## src/include/fftg_pkg.sv

```systemverilog
// Functional notes
// - registered invalid zeros gated stage-4 output
// - invalid effect seen after stage-5 latency
// - pulsar gating applied at stage-5 outputs
// - exponent overflow drives open-drain flag low
// - six flags wire-ORed, registered, exported low
// - everything runs on one 32 MHz clock
// - read address equals next stage write address
// - stage 0 and 5 use external addresses
// - 2K transform completes in 512 cycles
// - rotator inputs evenly spaced in time
// - stage-4 crosses pipes 0/1 and 2/3
// - stage-5 crosses pipes 0/2 and 1/3
// - bit 25 set at stage 0/4 large
// - bit 6: size, bypass or array
// - bit 5: radix or polarization
// - both pins high: correlate, row AND col
// - transform modes decode angle/twiddle enables
// - load select gates memories versus processor
// - floating bus-enable pins read as one
// - enable paths purely combinational, no registers
// - row/col pins reused in transform mode
package fftg_pkg;
    // ==================================================
    // sizes and timing
    localparam int NPIPE = 4;
    localparam int NSTAGE = 6;
    localparam int OVF_PER_PIPE = 6;
    localparam int ADDR_W = 9;
    localparam int CLK_MHZ = 32;
    localparam int XFORM_CYCLES = 512;
    localparam logic [8:0] LAST_CYCLE = 9'h1ff;
    // ==================================================
    // control word field positions
    localparam int BIT_EDGE = 25;
    localparam int BIT_SIZE = 6;
    localparam int BIT_RADIX = 5;
    localparam int EDGE_STAGE_A = 0;
    localparam int EDGE_STAGE_B = 4;
    // ==================================================
    // bus modes
    typedef enum logic [4:0] {
        FFTG_CORRELATE = 5'h01,
        FFTG_QUIET = 5'h02,
        FFTG_TWID_LOAD = 5'h04,
        FFTG_ANGLE_LOAD = 5'h08,
        FFTG_ANGLE_OUT = 5'h10
    } fftg_mode_t;
endpackage

```

## src/rtl/fftg_top.sv

```systemverilog
`timescale 1ns/1ps
module fftg_top #(
    parameter int W = 16
) (
    // clock and reset
    input wire logic ref_clk,
    input wire logic rst_n,
    // per-pipeline data into stage 4
    input wire logic [fftg_pkg::NPIPE*W-1:0] s4_data_in,
    // invalid and pulsar gate flags
    input wire logic [fftg_pkg::NPIPE-1:0] sample_invalid_in,
    input wire logic [fftg_pkg::NPIPE-1:0] pulsar_in,
    input wire logic s4_gate_enable_bit,
    input wire logic s5_gate_enable_bit,
    // exponent overflow events per processor
    input wire logic [fftg_pkg::NPIPE*6-1:0] exp_adjust_ovf,
    output logic [fftg_pkg::NPIPE*6-1:0] exponent_overflow_n_o,
    output logic [fftg_pkg::NPIPE*6-1:0] exponent_overflow_n_oe,
    output logic [fftg_pkg::NPIPE-1:0] pipe_overflow_n,
    // external address buses
    input wire logic [fftg_pkg::ADDR_W-1:0] ext_s0_addr,
    input wire logic [fftg_pkg::ADDR_W-1:0] ext_s5_addr,
    output logic [fftg_pkg::NSTAGE*fftg_pkg::ADDR_W-1:0] stage_addr,
    // transform configuration
    input wire logic large_mode,
    input wire logic two_k_mode,
    input wire logic radix4_mode,
    input wire logic bypass_mode,
    input wire logic polar_mode,
    input wire logic array_one,
    output logic [fftg_pkg::NSTAGE-1:0] large_transform_edge_stage,
    output logic [fftg_pkg::NSTAGE-1:0] size_two_k_select,
    output logic [fftg_pkg::NSTAGE-1:0] radix_select,
    output logic xform_done,
    output logic [1:0] rotator_slot,
    // gated pipeline outputs
    output logic [fftg_pkg::NPIPE*W-1:0] s5_data_out,
    // tri-state bus control
    input wire logic angle_pin_val,
    input wire logic angle_pin_driven,
    input wire logic twid_pin_val,
    input wire logic twid_pin_driven,
    input wire logic row_sel_n,
    input wire logic col_sel_n,
    input wire logic table_load_select,
    output logic result_bus_oe,
    output logic angle_bus_oe,
    output logic twiddle_bus_oe,
    output logic card_mem_oe,
    output logic auxiliary_output,
    output fftg_pkg::fftg_mode_t bus_mode
);
    import fftg_pkg::*;

    // ==================================================
    // reset release
    logic [1:0] rst_sync_q;
    logic rst_ok_n;
    always_ff @(posedge ref_clk or negedge rst_n) begin
        if (!rst_n) begin
            rst_sync_q <= 2'h0;
        end else begin
            rst_sync_q <= {rst_sync_q[0], 1'b1};
        end
    end
    assign rst_ok_n = rst_sync_q[1];

    // ==================================================
    // flag capture and cycle state
    logic [NPIPE-1:0] inval_q, inval_d, pulsar_q, pulsar_d;
    logic [NPIPE-1:0] povf_q, povf_d;
    logic [NPIPE*6-1:0] oe_q, oe_d;
    logic [8:0] cyc_q, cyc_d;
    logic done_q, done_d, phase_q, phase_d;
    logic [1:0] slot_q, slot_d;

    always_comb begin
        inval_d = sample_invalid_in;
        pulsar_d = pulsar_in;
        oe_d = exp_adjust_ovf;
        for (int p = 0; p < NPIPE; p++) begin
            povf_d[p] = ~|oe_q[p*OVF_PER_PIPE +: OVF_PER_PIPE];
        end
        cyc_d = large_mode ? cyc_q + 9'h001 : 9'h000;
        done_d = large_mode && (cyc_q == LAST_CYCLE);
        phase_d = large_mode ? ~phase_q : 1'b0;
        slot_d = slot_q + 2'h1;
    end

    always_ff @(posedge ref_clk or negedge rst_ok_n) begin
        if (!rst_ok_n) begin
            inval_q <= '0;
            pulsar_q <= '0;
            oe_q <= '0;
            povf_q <= '1;
            cyc_q <= 9'h000;
            done_q <= 1'b0;
            phase_q <= 1'b0;
            slot_q <= 2'h0;
        end else begin
            inval_q <= inval_d;
            pulsar_q <= pulsar_d;
            oe_q <= oe_d;
            povf_q <= povf_d;
            cyc_q <= cyc_d;
            done_q <= done_d;
            phase_q <= phase_d;
            slot_q <= slot_d;
        end
    end
    assign exponent_overflow_n_o = '0;
    assign exponent_overflow_n_oe = oe_q;
    assign pipe_overflow_n = povf_q;
    assign xform_done = done_q;
    assign rotator_slot = slot_q;

    // ==================================================
    // stage 4 / stage 5 data path
    logic [NPIPE*W-1:0] s4_q, s4_d, s5_q, s5_d;
    always_comb begin
        s4_d = '0;
        s5_d = '0;
        for (int p = 0; p < NPIPE; p++) begin
            // partner pipe for 1K cross: 0<->1, 2<->3
            s4_d[p*W +: W] = (large_mode && phase_q)
                ? s4_data_in[(p^1)*W +: W]
                : s4_data_in[p*W +: W];
            if (s4_gate_enable_bit && inval_q[p]) begin
                s4_d[p*W +: W] = '0;
            end
            // partner pipe for 2K cross: 0<->2, 1<->3
            s5_d[p*W +: W] = (two_k_mode && phase_q)
                ? s4_q[(p^2)*W +: W]
                : s4_q[p*W +: W];
            if (s5_gate_enable_bit && pulsar_q[p]) begin
                s5_d[p*W +: W] = '0;
            end
        end
    end
    always_ff @(posedge ref_clk or negedge rst_ok_n) begin
        if (!rst_ok_n) begin
            s4_q <= '0;
            s5_q <= '0;
        end else begin
            s4_q <= s4_d;
            s5_q <= s5_d;
        end
    end
    assign s5_data_out = s5_q;

    // ==================================================
    // address routing
    logic [NSTAGE*ADDR_W-1:0] addr_q, addr_d;
    always_comb begin
        addr_d = addr_q;
        addr_d[0 +: ADDR_W] = ext_s0_addr;
        for (int s = 1; s < NSTAGE - 1; s++) begin
            addr_d[s*ADDR_W +: ADDR_W] =
                addr_q[(s-1)*ADDR_W +: ADDR_W];
        end
        addr_d[(NSTAGE-1)*ADDR_W +: ADDR_W] = ext_s5_addr;
    end
    always_ff @(posedge ref_clk or negedge rst_ok_n) begin
        if (!rst_ok_n) begin
            addr_q <= '0;
        end else begin
            addr_q <= addr_d;
        end
    end
    assign stage_addr = addr_q;

    // ==================================================
    // per-stage control bits
    logic pin_a, pin_t, correlate;
    logic [NSTAGE-1:0] edge_q, edge_d, size_q, size_d, rdx_q, rdx_d;
    always_comb begin
        for (int s = 0; s < NSTAGE; s++) begin
            edge_d[s] = large_mode && !correlate &&
                (s == EDGE_STAGE_A || s == EDGE_STAGE_B);
            if (correlate) begin
                size_d[s] = polar_mode && array_one;
                rdx_d[s] = polar_mode;
            end else begin
                size_d[s] = radix4_mode ? bypass_mode
                    : two_k_mode;
                rdx_d[s] = radix4_mode;
            end
        end
    end
    always_ff @(posedge ref_clk or negedge rst_ok_n) begin
        if (!rst_ok_n) begin
            edge_q <= '0;
            size_q <= '0;
            rdx_q <= '0;
        end else begin
            edge_q <= edge_d;
            size_q <= size_d;
            rdx_q <= rdx_d;
        end
    end
    assign large_transform_edge_stage = edge_q;
    assign size_two_k_select = size_q;
    assign radix_select = rdx_q;

    // ==================================================
    // bus enable decode, no registers on purpose
    assign pin_a = angle_pin_driven ? angle_pin_val : 1'b1;
    assign pin_t = twid_pin_driven ? twid_pin_val : 1'b1;
    assign correlate = pin_a && pin_t;
    always_comb begin
        bus_mode = FFTG_QUIET;
        result_bus_oe = 1'b1;
        angle_bus_oe = 1'b0;
        twiddle_bus_oe = 1'b0;
        auxiliary_output = 1'b0;
        card_mem_oe = !table_load_select;
        if (correlate) begin
            bus_mode = FFTG_CORRELATE;
            result_bus_oe = !row_sel_n && !col_sel_n;
        end else begin
            auxiliary_output = !row_sel_n || !col_sel_n;
            // pins 0,0 drive neither bus, whatever the load select
            if (pin_a) begin
                bus_mode = table_load_select ? FFTG_ANGLE_LOAD
                    : FFTG_ANGLE_OUT;
                angle_bus_oe = 1'b1;
            end else if (pin_t) begin
                bus_mode = FFTG_TWID_LOAD;
                twiddle_bus_oe = table_load_select;
            end
        end
    end
endmodule // fftg_top

```

## config.mk

```make
export PLATFORM = sky130hd
export DESIGN_NAME = fftg_top
export DESIGN_NICKNAME = d
export VERILOG_FILES = /design/src/include/fftg_pkg.sv /design/src/rtl/fftg_top.sv
export SDC_FILE = /design/constraint.sdc
export NUM_CORES = 1
export LEC_CHECK = 0
export BUFFER_PORTS_ARGS = -buffer_cell sky130_fd_sc_hd__buf_2
export CORE_MARGIN = 2
export CORE_UTILIZATION = 44
export CTS_CLUSTER_DIAMETER = 80
export DETAILED_ROUTE_END_ITERATION = 6
export PLACE_DENSITY = 0.81
export SKIP_CTS_REPAIR_TIMING = 1
export SYNTH_ARGS = -nofsm -noshare
export SYNTH_HDL_FRONTEND = slang
export SYNTH_SLANG_ARGS = --single-unit
export TNS_END_PERCENT = 100
```

## constraint.sdc

```tcl
create_clock -name ref_clk -period 7.6 [get_ports ref_clk]
set_input_delay 0.76 -clock ref_clk [delete_from_list [all_inputs] [get_ports ref_clk]]
set_output_delay 0.76 -clock ref_clk [all_outputs]
set_load 0.05 [all_outputs]
```

### Yosys cells after proc, flatten, opt, wreduce, memory -nomap -nowiden

Cells that the tools add are included.

* logic and storage cells: 81
* flip-flop bits (word level): 236

* $add $sub $neg: 2
* reduce and logical (&&, ||, !) cells: 28
* eq/ne operators: 1
* bitwise gates (word level): 1
* multiplexer cells: 34

Operator list (count)
* 16-bit 2-to-1 mux: 16
* 6-bit OR reduction: 4
* 1-bit logical AND: 15
* 5-bit 2-to-1 mux: 3
* 1-bit 2-to-1 mux: 13
* 9-bit by 1-bit adder with 9-bit output (second input constant): 1
* 9-bit == test (second input constant): 1
* 9-bit 2-to-1 mux: 1
* 1-bit logical NOT: 8
* 3-bit 2-to-1 mux: 1
* 2-bit by 1-bit adder with 2-bit output (second input constant): 1
* 1-bit logical OR: 1
* 1-bit inverter: 1

### Longest topological paths before layout

* word-level depth: 4
* depth in mapped cells: 5
* gate-level depth less buffers: 5

### Worst setup path before layout

OpenSTA, ideal clock, no wires.

* kind: input to output
* start point: input table_load_select
* end point: output bus_mode[3]
* arrival time: 2.129 ns
* path slack: 4.711 ns
* path buffers: 0
* stages: 2
* path through: inv_1 nor3_1

* longest elaborated chain between the ends: 3

RTL lines
* from (decl): line fftg_top.sv:45 `input wire logic table_load_select,`
* 5-bit 2-to-1 mux: line fftg_top.sv:224 `bus_mode = table_load_select ? FFTG_ANGLE_LOAD`
* 5-bit 2-to-1 mux: line fftg_top.sv:223 `if (pin_a) begin`
* 5-bit 2-to-1 mux: line fftg_top.sv:217 `if (correlate) begin`
* to (decl): line fftg_top.sv:51 `output fftg_pkg::fftg_mode_t bus_mode`

Every way passes these cells.

### Worst setup path after layout

* start point: input angle_pin_val
* end point: output auxiliary_output

* longest elaborated chain between the ends: 3

RTL lines
* from (decl): line fftg_top.sv:39 `input wire logic angle_pin_val,`
* 1-bit 2-to-1 mux: line fftg_top.sv:207 `assign pin_a = angle_pin_driven ? angle_pin_val : 1'b1;`
* 1-bit logical AND: line fftg_top.sv:209 `assign correlate = pin_a && pin_t;`
* 1-bit 2-to-1 mux: line fftg_top.sv:217
* to (decl): line fftg_top.sv:50 `output logic auxiliary_output,`

Every way passes these cells.

==> metrics.txt <==
outcome finished clean; CP Launch Type input pin; Fin. Hold Viols 0; Slew Limit Fails 0; Final min period about 2400 ps; Yosys cell types 31; Comb pwr share 0.166; CTS H-tree lvls 1; Buffers on Ports a little over 300; CP bufs+invs 2; largest family of logic cells by synthesized area simple AND/OR/NAND/NOR gates; final WL between 20000 and 25000 µm; gpl congestion roughly 0.87; R2R setup slack roughly 5700 ps; chip width approximately 140 µm; final antenna-violating net count 0; hpwl dp roughly 16000 µm; mux cell area share after synthesis 0.00368; Clock Sinks about 240; Synth area leader dfrtp_1; fin nets approximately 1200; Slew Limit Headroom 0.204; pwr dens between 200 and 300 nW/µm²; Mean Syn Cell Area about 11 µm²; synth warn 0; P_int between 2 and 2.5 mW; Final setup viols 0; DRC Markers 0; initial antenna violation count 2; Post-Syn Area 8500 µm²; Worst Hold Class in -> reg; placed cell count 1286; P_sw between 0.9 and 1 mW; WP data arrival about 1600 ps; core footprint about 19000 µm²; DR iter-0 viols 387; CTS max path bufs 3; IO Count approximately 330; vias in the first global route between 6000 and 7000; CP max stage delay approximately 280 ps; Via density between 4 and 5; Seq/Total Area, Yosys 0.695; row cnt 50; Post-Synth Simple-Gate Area 0.150; die area slightly above 20000 µm²; CTS tree yes; slew at the pin with the worst max-slew slack ~1200 ps; RSZ-0062 raised after global routing no; GR Util met1 0.287; latest clock arrival within the worst-skew pair 530 ps; grt peak-use layer met2; CP Capture Type output pin; CP most frequent cell buf_2; first-pass GRT wire length ~35000 µm; Root Buffer clkbuf_16; CP Cell Sequence buf_2, and2b_1, nor2_4, a21oi_1, buf_2; ANT cells 0; maximum vdd drop 0.127 mV; clock share of power 0.386; die height between 100 and 150 µm; grt total ovfl 0; drt pass-1 iters 5; Max Cap Violations 0; number of buffers created by CTS 25; Fmax roughly 420 MHz; leakage approximately 5.5 nW; slowest cell on the critical path and2b_1; synth top area cells dfrtp_1, nand2_1, a21oi_1; #FFs+latches synth between 200 and 250; Crit Path Max Fanout 6; met3 Resource Use GR 0.0594; kind of critical path in -> out; worst endpoint required time 6840 ps; register clock-pin slew on the reported worst setup and hold paths approximately 60 ps; routed len/inst ~17 µm; final period utilization 0.311; Finished Layout Cells 1331; share of the synthesized area in the top cell type 0.683; Switching Fraction 0.299; Worst Clk Skew approximately 22 ps; Vias about 6500; Starting Density 0.451; Seq pwr share 0.448; Crit path max-delay family buffers and inverters; All-Layer GR Usage 0.221; layout cells sized above 1 0.331; largest net degree at the start of global routing 159; post-synthesis adder-cell area fraction 0.00294; met2 usage 0.371; Area growth syn-to-layout 27.0%; Synth Area in XOR/XNOR 0.00412; synthesized instance count ~780; setup TNS 0 ps; area fraction in compound gates after synthesis 0.0809
-- registers in the layout, indices dropped and copies added (netlist names), 2 cells and up --
name / cells
pipe_overflow_n: 4
inval_q: 4
s4_q: 64
cyc_q: 9
pulsar_q: 4
stage_addr: 54
s5_data_out: 64
rotator_slot: 2
exponent_overflow_n_oe: 24
rst_sync_q: 2
-- per-layer routing --
layer	up-vias	part of all wire
met5	-	0.0012
met2	305	0.49
met3	35	0.10
met4	4	0.014
li1	2979	-
met1	3158	0.39
-- power by group through the flow --
stage	sequential (mW)	combinational, mW	clock [mW]
2_1_floorplan	1.62	0.179	0
3_3_place_gp	1.42	0.509	0
3_5_place_dp	1.42	0.516	0
4_1_cts	1.40	0.519	1.23
5_1_grt	1.41	0.548	1.28
6_report	1.40	0.517	1.21
-- layout by cell type, fill, tap and decap left out, types with 2 or more instances in the layout --
cell,count
nand2_1,259
clkbuf_8,2
nor3_1,7
and2b_1,2
nor2_1,4
o21ai_0,4
conb_1,29
dfrtp_1,231
clkinv_2,4
buf_4,2
nand2_2,2
dfstp_2,4
clkbuf_16,25
and2_2,2
nand3_1,3
nor2b_1,3
buf_2,303
and2_1,14
mux2i_1,2
bufinv_16,3
xor2_1,2
clkbuf_1,8
nand2b_1,2
ha_1,2
or4_1,4
xnor2_1,2
a21boi_1,2
inv_1,2
a21oi_1,129
or3_1,3
-- worst paths after layout --
path                                startpoint               end  depth (start not counted)
worst min register to register  stage_addr[31]    stage_addr[40]                          0
worst max-delay path             angle_pin_val  auxiliary_output                          5
worst min-delay path            ext_s0_addr[5]     stage_addr[5]                          1
worst max register to register         phase_q   s5_data_out[10]                          3
min in group asynchronous        rst_sync_q[1]     stage_addr[3]                          0
max in group asynchronous        rst_sync_q[1]           s4_q[4]                          1
-- per-stage QoR --
stage | setup WS [ps] | power, mW | util | area (µm²) | hold slack (ps)
2_1_floorplan | 543 | 1.80 | - | 8600 | 331
3_5_place_dp | 5240 | 1.94 | 0.529 | 9960 | 355
5_1_grt | 5150 | 3.24 | 0.573 | 10800 | 329
4_1_cts | 5240 | 3.14 | 0.573 | 10800 | -3.25
6_report | 5240 | 3.12 | 0.573 | 10800 | 337
3_3_place_gp | 5270 | 1.93 | 0.529 | 9960 | 336
-- synthesized netlist by cell type --
| cell | instances |
|---|---|
| a21boi_0 | 1 |
| a21boi_1 | 2 |
| a21oi_1 | 129 |
| and2_1 | 16 |
| and2b_1 | 2 |
| buf_1 | 4 |
| buf_2 | 8 |
| buf_4 | 54 |
| clkbuf_1 | 17 |
| conb_1 | 2 |
| dfrtp_1 | 232 |
| dfstp_2 | 4 |
| ha_1 | 2 |
| inv_1 | 2 |
| mux2_2 | 1 |
| mux2i_1 | 2 |
| nand2_1 | 259 |
| nand2_2 | 2 |
| nand2b_1 | 2 |
| nand3_1 | 3 |
| nand3_2 | 1 |
| nand4_1 | 1 |
| nor2_1 | 4 |
| nor2_4 | 1 |
| nor2b_1 | 3 |
| nor3_1 | 7 |
| o21ai_0 | 4 |
| or3_1 | 3 |
| or4_1 | 4 |
| xnor2_1 | 2 |
| xor2_1 | 2 |
-- layout make-up --
cell class | instances | area [µm²]
Multi-Input combinational cell | 482 | 2160
Inverter | 2 | 7.51
Clock inverter | 9 | 139
Timing Repair Buffer | 307 | 1560
Sequential cell | 236 | 5910
Tap cell | 260 | 325
Clock buffer | 35 | 683
Fill cell | 1571 | 8040
-- cell families (layout without fill, tap and decap cells) --
family	count (synthesis)	after routing
compound gates	136	136
xor+xnor	4	4
fa+ha+maj	2	2
buf+inv	85	353
flops	236	236
mux	3	3
other cells	2	29
simple gates	308	308
No activity file was read; power rests on OpenSTA's default activity.
